`config.mk`:
```
export PLATFORM = sky130hd
export DESIGN_NAME = hufc_top
export DESIGN_NICKNAME = d
export VERILOG_FILES = /design/src/core/hufc_pkg.sv /design/src/core/hufc_serial_rx.sv /design/src/core/hufc_top.sv
export VERILOG_INCLUDE_DIRS = /design/src /design/src/core
export SDC_FILE = /design/constraint.sdc
export NUM_CORES = 1
export LEC_CHECK = 0
export ABC_AREA = 1
export BUFFER_PORTS_ARGS = -buffer_cell sky130_fd_sc_hd__buf_2
export CAP_MARGIN = 10
export CORE_MARGIN = 2
export CORE_UTILIZATION = 55
export DETAILED_ROUTE_END_ITERATION = 7
export PLACE_DENSITY_LB_ADDON = 0.15
export SLEW_MARGIN = 20
export SYNTH_ARGS = -nofsm -noshare
export SYNTH_HDL_FRONTEND = slang
export SYNTH_HIERARCHICAL = 1
export SYNTH_SLANG_ARGS = --single-unit
```
`constraint.sdc`:
```
create_clock -name clk_sys -period 4.05 [get_ports clk_sys]
set_input_delay 0.2025 -clock clk_sys [delete_from_list [all_inputs] [get_ports clk_sys]]
set_output_delay 0.2025 -clock clk_sys [all_outputs]
set_load 0.02 [all_outputs]
```
`src/core/hufc_params.svh`:
```
`ifndef HUFC_PARAMS_SVH
`define HUFC_PARAMS_SVH

// system clock
`define HUFC_CLK_HZ 50000000
`define HUFC_CLK_PERIOD_NS 20

// bit rate limits and default, in bits per second
`define HUFC_BAUD_DEFAULT 115200
`define HUFC_BAUD_MIN 9600
`define HUFC_BAUD_MAX 921600

// clock cycles per bit
`define HUFC_DIV_W 16
`define HUFC_DIV_DEFAULT (`HUFC_CLK_HZ / `HUFC_BAUD_DEFAULT)
`define HUFC_DIV_MAX (`HUFC_CLK_HZ / `HUFC_BAUD_MIN)
`define HUFC_DIV_MIN (`HUFC_CLK_HZ / `HUFC_BAUD_MAX)

// character format
`define HUFC_DATA_BITS 8
`define HUFC_BITS_PER_CHAR 10

// idle gap between transmissions, in character times
`define HUFC_GAP_DEFAULT 12

// receive timeout limit, in character times
`define HUFC_TIMEOUT_DEFAULT 4

// receive frame buffer
`define HUFC_RXBUF_DEPTH 8
`define HUFC_RXBUF_AW 3
`define HUFC_RTS_SLACK 4

// time from reset release to pin assignment
`define HUFC_BOOT_TIME_NS 1000
`define HUFC_BOOT_CYCLES \
  ((`HUFC_BOOT_TIME_NS + `HUFC_CLK_PERIOD_NS - 1) / `HUFC_CLK_PERIOD_NS)

// serial channels
`define HUFC_CHANNELS 2

`endif

```
`src/core/hufc_pkg.sv`:
```
`include "hufc_params.svh"

package hufc_pkg;

  typedef struct packed {
    logic [`HUFC_DIV_W-1:0] bit_div;
    logic [7:0] gap_chars;
    logic [7:0] timeout_chars;
  } hufc_cfg_t;

  typedef struct packed {
    logic timeout;
    logic overrun;
    logic framing;
  } hufc_err_t;

  typedef enum logic [2:0] {
    TX_IDLE,
    TX_START,
    TX_DATA,
    TX_STOP,
    TX_GAP
  } hufc_tx_state_t;

  typedef enum logic [1:0] {
    RX_IDLE,
    RX_START,
    RX_DATA,
    RX_STOP
  } hufc_rx_state_t;

endpackage

```
`src/core/hufc_serial_rx.sv`:
```
`timescale 1ns/1ps
`default_nettype none
`include "hufc_params.svh"

module hufc_serial_rx
  import hufc_pkg::*;
(
  input wire logic clk_sys,
  input wire logic rst,
  input wire logic serial_in,
  input wire logic [`HUFC_DIV_W-1:0] bit_div,
  input wire logic [7:0] timeout_chars,
  output logic [7:0] rx_data,
  output logic rx_valid,
  input wire logic rx_ready,
  output logic rx_hold,
  output hufc_err_t rx_err
);

  hufc_rx_state_t state_reg;
  logic [`HUFC_DIV_W-1:0] cnt_reg;
  logic [2:0] bit_reg;
  logic [7:0] shift_reg;
  logic [7:0] mem [`HUFC_RXBUF_DEPTH];
  logic [`HUFC_RXBUF_AW-1:0] wr_reg;
  logic [`HUFC_RXBUF_AW-1:0] rd_reg;
  logic [`HUFC_RXBUF_AW:0] fill_reg;
  logic [`HUFC_DIV_W-1:0] idle_cnt_reg;
  logic [11:0] idle_bits_reg;
  logic armed_reg;
  logic frame_done;
  logic frame_ok;
  logic push;
  logic pop;
  logic full;
  logic [11:0] limit_bits;

  assign full = fill_reg == (`HUFC_RXBUF_AW+1)'(`HUFC_RXBUF_DEPTH);
  assign frame_done = state_reg == RX_STOP && cnt_reg == '0;
  assign frame_ok = frame_done && serial_in;
  assign push = frame_ok && !full;
  assign pop = rx_valid && rx_ready;
  assign rx_valid = fill_reg != '0;
  assign rx_data = mem[rd_reg];
  assign limit_bits = 12'(timeout_chars * `HUFC_BITS_PER_CHAR);

  //////////////////////////////////////////////////////////////////////////
  // frame sampler: half a bit into start, then once per bit

  always_ff @(posedge clk_sys) begin
    if (rst) begin
      state_reg <= RX_IDLE;
      cnt_reg <= '0;
      bit_reg <= '0;
      shift_reg <= '0;
    end else begin
      case (state_reg)
        RX_IDLE: begin
          if (!serial_in) begin
            state_reg <= RX_START;
            cnt_reg <= bit_div >> 1;
          end
        end
        RX_START: begin
          if (cnt_reg != '0) begin
            cnt_reg <= cnt_reg - 1'b1;
          end else if (serial_in) begin
            state_reg <= RX_IDLE;
          end else begin
            state_reg <= RX_DATA;
            cnt_reg <= bit_div - 1'b1;
            bit_reg <= '0;
          end
        end
        RX_DATA: begin
          if (cnt_reg != '0) begin
            cnt_reg <= cnt_reg - 1'b1;
          end else begin
            shift_reg <= {serial_in, shift_reg[7:1]}; // lsb first
            cnt_reg <= bit_div - 1'b1;
            bit_reg <= bit_reg + 1'b1;
            if (bit_reg == 3'(`HUFC_DATA_BITS - 1)) begin
              state_reg <= RX_STOP;
            end
          end
        end
        RX_STOP: begin
          if (cnt_reg != '0) begin
            cnt_reg <= cnt_reg - 1'b1;
          end else begin
            state_reg <= RX_IDLE;
          end
        end
        default: state_reg <= RX_IDLE;
      endcase
    end
  end

  //////////////////////////////////////////////////////////////////////////
  // receive frame buffer

  always_ff @(posedge clk_sys) begin
    if (push) begin
      mem[wr_reg] <= shift_reg;
    end
  end

  always_ff @(posedge clk_sys) begin
    if (rst) begin
      wr_reg <= '0;
      rd_reg <= '0;
      fill_reg <= '0;
    end else begin
      if (push) begin
        wr_reg <= wr_reg + 1'b1;
      end
      if (pop) begin
        rd_reg <= rd_reg + 1'b1;
      end
      fill_reg <= fill_reg + (`HUFC_RXBUF_AW+1)'(push)
                - (`HUFC_RXBUF_AW+1)'(pop);
    end
  end

  // hold off the sender while no more than the in-flight slack slots remain
  always_ff @(posedge clk_sys) begin
    if (rst) begin
      rx_hold <= 1'b0;
    end else begin
      rx_hold <= fill_reg >= (`HUFC_RXBUF_AW+1)'(
        `HUFC_RXBUF_DEPTH - `HUFC_RTS_SLACK);
    end
  end

  //////////////////////////////////////////////////////////////////////////
  // interval timer between frames

  always_ff @(posedge clk_sys) begin
    if (rst) begin
      idle_cnt_reg <= '0;
      idle_bits_reg <= '0;
      armed_reg <= 1'b0;
    end else if (frame_done) begin
      idle_cnt_reg <= '0;
      idle_bits_reg <= '0;
      armed_reg <= 1'b1;
    end else if (state_reg != RX_IDLE) begin
      armed_reg <= 1'b0;
    end else if (armed_reg) begin
      if (idle_cnt_reg >= bit_div - 1'b1) begin
        idle_cnt_reg <= '0;
        idle_bits_reg <= idle_bits_reg + 1'b1;
      end else begin
        idle_cnt_reg <= idle_cnt_reg + 1'b1;
      end
      if (idle_bits_reg >= limit_bits) begin
        armed_reg <= 1'b0;
      end
    end
  end

  //////////////////////////////////////////////////////////////////////////
  // error pulses

  always_ff @(posedge clk_sys) begin
    if (rst) begin
      rx_err <= '0;
    end else begin
      rx_err.timeout <= armed_reg && state_reg == RX_IDLE && !frame_done
                        && idle_bits_reg >= limit_bits;
      rx_err.overrun <= frame_ok && full;
      rx_err.framing <= frame_done && !serial_in;
    end
  end

endmodule

`default_nettype wire

```
`src/core/hufc_top.sv`:
```
`timescale 1ns/1ps
`default_nettype none
`include "hufc_params.svh"

module hufc_top
  import hufc_pkg::*;
(
  input wire logic clk_sys,
  input wire logic rst,
  input wire logic module_reset_n,
  input wire logic ch1_serial_in,
  output logic ch1_serial_out,
  output logic ch1_serial_out_oe,
  input wire logic tx_permit_n,
  output logic rx_request_n,
  output logic rx_request_n_oe,
  input wire logic ch2_serial_in,
  output logic ch2_serial_out,
  output logic ch2_serial_out_oe,
  input wire logic cfg_load,
  input wire hufc_cfg_t cfg_in,
  output logic cfg_reject,
  output hufc_cfg_t cfg_active,
  input wire logic [`HUFC_CHANNELS-1:0][7:0] tx_data,
  input wire logic [`HUFC_CHANNELS-1:0] tx_valid,
  output logic [`HUFC_CHANNELS-1:0] tx_ready,
  output logic [`HUFC_CHANNELS-1:0][7:0] rx_data,
  output logic [`HUFC_CHANNELS-1:0] rx_valid,
  input wire logic [`HUFC_CHANNELS-1:0] rx_ready,
  output hufc_err_t [`HUFC_CHANNELS-1:0] rx_err,
  output logic boot_done
);

  localparam int PINS = 4;
  localparam logic [7:0] BOOT_LAST = 8'(`HUFC_BOOT_CYCLES - 1);
  localparam logic [`HUFC_DIV_W-1:0] DIV_LO = `HUFC_DIV_W'(`HUFC_DIV_MIN);
  localparam logic [`HUFC_DIV_W-1:0] DIV_HI = `HUFC_DIV_W'(`HUFC_DIV_MAX);

  logic [PINS-1:0] pin_meta_reg;
  logic [PINS-1:0] pin_sync_reg;
  logic [PINS-1:0] pin_raw;
  logic host_reset;
  logic core_rst;
  logic [7:0] boot_cnt_reg;
  logic permit_n;
  logic [`HUFC_CHANNELS-1:0] serial_in_s;
  logic [`HUFC_CHANNELS-1:0] serial_out;
  logic [`HUFC_CHANNELS-1:0] rx_hold;
  logic [11:0] gap_bits;
  logic div_ok;

  //////////////////////////////////////////////////////////////////////////
  // pin input synchronisers

  assign pin_raw = {module_reset_n, tx_permit_n, ch2_serial_in, ch1_serial_in};

  // first stage: may go metastable, read only by the second stage
  always_ff @(posedge clk_sys) begin
    if (rst) begin
      pin_meta_reg <= '1;
    end else begin
      pin_meta_reg <= pin_raw;
    end
  end

  always_ff @(posedge clk_sys) begin
    if (rst) begin
      pin_sync_reg <= '1;
    end else begin
      pin_sync_reg <= pin_meta_reg;
    end
  end

  assign host_reset = !pin_sync_reg[3];
  assign core_rst = rst || host_reset;
  assign permit_n = pin_sync_reg[2];

  //////////////////////////////////////////////////////////////////////////
  // boot: pins stay released until the serial functions are attached

  always_ff @(posedge clk_sys) begin
    if (core_rst) begin
      boot_cnt_reg <= '0;
    end else if (boot_cnt_reg != BOOT_LAST) begin
      boot_cnt_reg <= boot_cnt_reg + 1'b1;
    end
  end

  always_ff @(posedge clk_sys) begin
    if (core_rst) begin
      boot_done <= 1'b0;
    end else if (boot_cnt_reg == BOOT_LAST) begin
      boot_done <= 1'b1;
    end
  end

  //////////////////////////////////////////////////////////////////////////
  // rate, gap and timeout settings

  assign div_ok = cfg_in.bit_div >= DIV_LO && cfg_in.bit_div <= DIV_HI;

  always_ff @(posedge clk_sys) begin
    if (core_rst) begin
      cfg_active.bit_div <= `HUFC_DIV_W'(`HUFC_DIV_DEFAULT);
      cfg_active.gap_chars <= 8'(`HUFC_GAP_DEFAULT);
      cfg_active.timeout_chars <= 8'(`HUFC_TIMEOUT_DEFAULT);
    end else if (cfg_load && div_ok) begin
      cfg_active <= cfg_in;
    end
  end

  // an out-of-range divisor leaves the settings untouched
  always_ff @(posedge clk_sys) begin
    if (core_rst) begin
      cfg_reject <= 1'b0;
    end else begin
      cfg_reject <= cfg_load && !div_ok;
    end
  end

  assign gap_bits = 12'(cfg_active.gap_chars * `HUFC_BITS_PER_CHAR);

  //////////////////////////////////////////////////////////////////////////
  // per channel transmitter and receiver

  for (genvar ch = 0; ch < `HUFC_CHANNELS; ch++) begin : g_chan
    hufc_tx_state_t state_reg;
    logic [`HUFC_DIV_W-1:0] cnt_reg;
    logic [2:0] bit_reg;
    logic [7:0] shift_reg;
    logic [11:0] gap_reg;
    logic out_reg;
    logic permitted;
    logic bit_end;

    // only the first channel has a transmit handshake
    assign permitted = (ch == 0) ? !permit_n : 1'b1;
    assign bit_end = cnt_reg == '0;
    // permit is looked at only before a start bit
    assign tx_ready[ch] = boot_done && state_reg == TX_IDLE
                          && permitted;

    always_ff @(posedge clk_sys) begin
      if (core_rst) begin
        state_reg <= TX_IDLE;
        cnt_reg <= '0;
        bit_reg <= '0;
        shift_reg <= '0;
        gap_reg <= '0;
        out_reg <= 1'b1;
      end else begin
        case (state_reg)
          TX_IDLE: begin
            out_reg <= 1'b1;
            if (tx_valid[ch] && tx_ready[ch]) begin
              shift_reg <= tx_data[ch];
              cnt_reg <= cfg_active.bit_div - 1'b1;
              out_reg <= 1'b0;
              state_reg <= TX_START;
            end
          end
          TX_START: begin
            if (!bit_end) begin
              cnt_reg <= cnt_reg - 1'b1;
            end else begin
              cnt_reg <= cfg_active.bit_div - 1'b1;
              out_reg <= shift_reg[0];
              shift_reg <= shift_reg >> 1;
              bit_reg <= '0;
              state_reg <= TX_DATA;
            end
          end
          TX_DATA: begin
            if (!bit_end) begin
              cnt_reg <= cnt_reg - 1'b1;
            end else begin
              cnt_reg <= cfg_active.bit_div - 1'b1;
              bit_reg <= bit_reg + 1'b1;
              if (bit_reg == 3'(`HUFC_DATA_BITS - 1)) begin
                out_reg <= 1'b1;
                state_reg <= TX_STOP;
              end else begin
                out_reg <= shift_reg[0];
                shift_reg <= shift_reg >> 1;
              end
            end
          end
          TX_STOP: begin
            if (!bit_end) begin
              cnt_reg <= cnt_reg - 1'b1;
            end else if (tx_valid[ch] && permitted) begin
              state_reg <= TX_IDLE; // same transmission continues
            end else begin
              cnt_reg <= cfg_active.bit_div - 1'b1;
              gap_reg <= gap_bits;
              state_reg <= TX_GAP;
            end
          end
          TX_GAP: begin
            out_reg <= 1'b1;
            if (gap_reg == '0) begin
              state_reg <= TX_IDLE;
            end else if (!bit_end) begin
              cnt_reg <= cnt_reg - 1'b1;
            end else begin
              cnt_reg <= cfg_active.bit_div - 1'b1;
              gap_reg <= gap_reg - 1'b1;
            end
          end
          default: state_reg <= TX_IDLE;
        endcase
      end
    end

    assign serial_out[ch] = out_reg;
    // line reads idle until the pins are handed to the receiver
    assign serial_in_s[ch] = boot_done ? pin_sync_reg[ch] : 1'b1;

    hufc_serial_rx u_rx (
      .clk_sys(clk_sys),
      .rst(core_rst),
      .serial_in(serial_in_s[ch]),
      .bit_div(cfg_active.bit_div),
      .timeout_chars(cfg_active.timeout_chars),
      .rx_data(rx_data[ch]),
      .rx_valid(rx_valid[ch]),
      .rx_ready(rx_ready[ch]),
      .rx_hold(rx_hold[ch]),
      .rx_err(rx_err[ch])
    );
  end

  //////////////////////////////////////////////////////////////////////////
  // pin drivers

  always_ff @(posedge clk_sys) begin
    if (core_rst) begin
      ch1_serial_out <= 1'b1;
      ch2_serial_out <= 1'b1;
    end else begin
      ch1_serial_out <= serial_out[0];
      ch2_serial_out <= serial_out[1];
    end
  end

  // pins stay released until boot has attached the serial functions
  always_ff @(posedge clk_sys) begin
    if (core_rst) begin
      ch1_serial_out_oe <= 1'b0;
      ch2_serial_out_oe <= 1'b0;
      rx_request_n_oe <= 1'b0;
    end else begin
      ch1_serial_out_oe <= boot_done;
      ch2_serial_out_oe <= boot_done;
      rx_request_n_oe <= boot_done;
    end
  end

  // only the first channel's receiver asks the host to hold off
  always_ff @(posedge clk_sys) begin
    if (core_rst) begin
      rx_request_n <= 1'b1;
    end else begin
      rx_request_n <= !boot_done || rx_hold[0];
    end
  end

endmodule

`default_nettype wire

```
==> summary.md <==
The run finished with clean final reports. STA puts the critical path data required time at 4.54 ns. The post-route netlist has 10.86% of its cells at a drive strength greater than 1. For this configuration, the core starts out at a cell density of 55.66%. In this run the power density over the cells is 313.0 nW/um^2. 125 I/O pins were placed. The initial antenna violation count is 0, and the clock-pin slew reported for the worst setup and hold paths after clock tree synthesis is 0.06 ns.

The filler cell count in the final layout is 4048. The worst setup path is captured at a register. In this run the post-CTS setup repair buffer count came out at 0. From synthesis to final layout, the design area changed by 11.79%.

In this run the deepest clock path goes through 3 buffers. The clock drives 417 sinks. The post-route antenna net violation count was 0. The mean instance size in the synthesized netlist was 7.226 sq um; the combinational cell fraction of total power was 4.1%. The tools report the amount of wire on met3 after detailed routing as 3735 um. Of the total power, the share spent switching nets is 22.65%. For the cell internal power dissipation, the log shows 6.821 mW. For the clock network power share, the log shows 47.0%. In this run the horizontal extent of the chip is 218.1 um. At the end of routability-driven placement, the weighted congestion stood at 0.9513. Dividing the detail-routed via count by the number of cells gives 5.429. After synthesis the cells add up to 25200 sq um. The switching power total is 1.997 mW.

Leaving out fill and tap cells, the most frequent cells in the layout are sky130_fd_sc_hd__nand2_1, sky130_fd_sc_hd__nor2_1, sky130_fd_sc_hd__inv_1, sky130_fd_sc_hd__dfxtp_1, sky130_fd_sc_hd__nand3_1. Global routing used 27.37% of the available tracks. The final setup slack of the worst path was 0.4756 ns.

The HPWL after detailed placement is 46830 um. 0 antenna diodes ended up in the layout. TritonCTS built the clock tree. The post-layout minimum cycle time is 3.574 ns. In this run the tool buffered the top-level ports with 124 buffer cells. The largest fanout on the critical path is 15. The register with the most flip-flops in the layout has 128 of them. Hold repair after CTS inserted 38 buffers. The routed design has 65190 um of wire.

STA classifies the critical path startpoint as a register. Routed signal wires occupy layers up through met4. The tools report the count of routing violations after the opening detailed-route iteration as 1789.

In the synthesized netlist, the number of instances is 3488. The logs give 23150 for the via count of the routed design and 0 for the setup-violating endpoint count in the final report. The first-pass GRT wire length is 107400 um, and the DRC violations left is 0. For the net count after synthesis, the log shows 3695.

The number of gates resized after CTS was 0. The worst-margin pin slew works out to 0.8827 ns. In this run the worst hold path is classified as input pin to register. The end-of-flow core utilization was 62.22%.

The part of the cycle the worst path needs is 88.26%. VDD sags by at most 291.2 uV. The met1 layer wirelength in the final routing was 28930 um; the total count of max-transition violations in the final report was 0.

For the worst relative slew slack, the log shows 41.09%. The register with the most flip-flops in the final layout is g_chan.u_rx/mem. In the final routed layout, each cell accounts on average for 15.29 um. Registers are responsible for 48.9% of the overall power. The clock arrives with 0.02335 ns of skew. After routing, the total negative slack on setup checks comes to 0 ns.

The run gives 47550 sq um as the die outline area. Clock tree synthesis selected as its root buffer the cell sky130_fd_sc_hd__clkbuf_16. TritonCTS created 45 clock buffers. In this run the vertical extent of the chip is 218.1 um. The tools report the area of the core region as 45280 sq um. In this run the core area contains 78 standard-cell rows. The Yosys step of the flow raised 6 warnings.

The commonest non-fill, non-tap cell in the layout was sky130_fd_sc_hd__nand2_1. The routed length on met2 is 30810 um. The tools report the hold violation total from the final report as 0. The number of global-route vias before repair came out at 21900.

The setup path with the least slack is of type register to register. The total overflow left after global routing is 0. The number of optimization iterations in the first detailed-route pass is 6.

The maximum number of pins on one net before global-route repair came out at 58. Setup repair after global routing left no endpoint under its margin. For the H-tree depth, the log shows 2. Arrival time of the worst setup path: 4.06 ns. Timing analysis after detailed placement gives a worst setup slack of 0.5086 ns. In this run the static leakage power is 12.36 nW. Across the run, the number of max-cap violations was 0. The net total in the final layout came out at 3838. Static timing analysis puts the maximum clock frequency at 279.8 MHz. The tools report the clock latency reported for the late side of the worst-skew pair as 0.58 ns.
routing by layer:
metal	global-route usage [%]	up-vias
met1	36.41	10700
met2	46.39	667
li1	-	11670
met3	3.138	110
met5	0	-
met4	8.866	0
path summary, 6_finish.rpt:
check | endpoint | from | cells after the start | slack (ns)
setup / recovery | g_chan[1].u_rx/idle_cnt_reg[6] | cfg_active[16] | 16 | 0.48
hold / removal | register | rx_ready[0] | 4 | 0.02
hold reg to reg | pin_sync_reg[3] | pin_meta_reg[3] | 1 | 0.41
setup reg to reg | g_chan[1].u_rx/idle_cnt_reg[6] | cfg_active[16] | 16 | 0.48
layout make-up:
class                           instances  area, sq um  share of cell area (%)
Sequential cell                       417         9629                   34.18
Inverter                              425         1602                   5.685
Tap cell                              600        750.7                   2.665
Clock inverter                         18        176.4                  0.6262
Clock buffer                           62         1311                   4.654
Multi-Input combinational cell       2541        13400                   47.55
Timing Repair Buffer                  201         1306                   4.636
worst max-delay path, cell delays in order (launching register included):
cell and delay (ns):
sky130_fd_sc_hd__dfxtp_1 0.36, sky130_fd_sc_hd__inv_1 0.14, sky130_fd_sc_hd__ha_1 0.20, sky130_fd_sc_hd__nand3_1 0.17
sky130_fd_sc_hd__nor2_1 0.19, sky130_fd_sc_hd__nand2_1 0.11, sky130_fd_sc_hd__o21ai_0 0.33, sky130_fd_sc_hd__inv_1 0.08
sky130_fd_sc_hd__ha_1 0.29, sky130_fd_sc_hd__nand2_1 0.07, sky130_fd_sc_hd__o21bai_1 0.10, sky130_fd_sc_hd__nand2_1 0.06
sky130_fd_sc_hd__a21oi_1 0.21, sky130_fd_sc_hd__nand3_1 0.49, sky130_fd_sc_hd__nand2_1 0.26, sky130_fd_sc_hd__nand2_2 0.23
sky130_fd_sc_hd__nor3_1 0.21
power by group through the flow:
stage / Sequential, mW / Combinational [mW] / Clock (mW)
floorplan: 4.40 / 0.204 / 0
global placement: 4.40 / 0.323 / 0
detailed placement: 4.40 / 0.330 / 0
CTS: 4.31 / 0.359 / 4.23
global route: 4.31 / 0.402 / 4.38
finish: 4.31 / 0.362 / 4.14
through the flow:
stage	instances	total power [mW]	area [sq um]	hold slack (ns)
after floorplan	3488	4.609	25200	0.3063
after CTS	4264	8.900	28170	0.0006679
after detailed placement	4146	4.732	26310	0.3865
after global routing	4264	9.095	28170	0.03966
final	4264	8.818	28170	0.02001
after global placement	4146	4.724	26310	0.3912
Note: power is estimated with default switching activity, not from simulation.
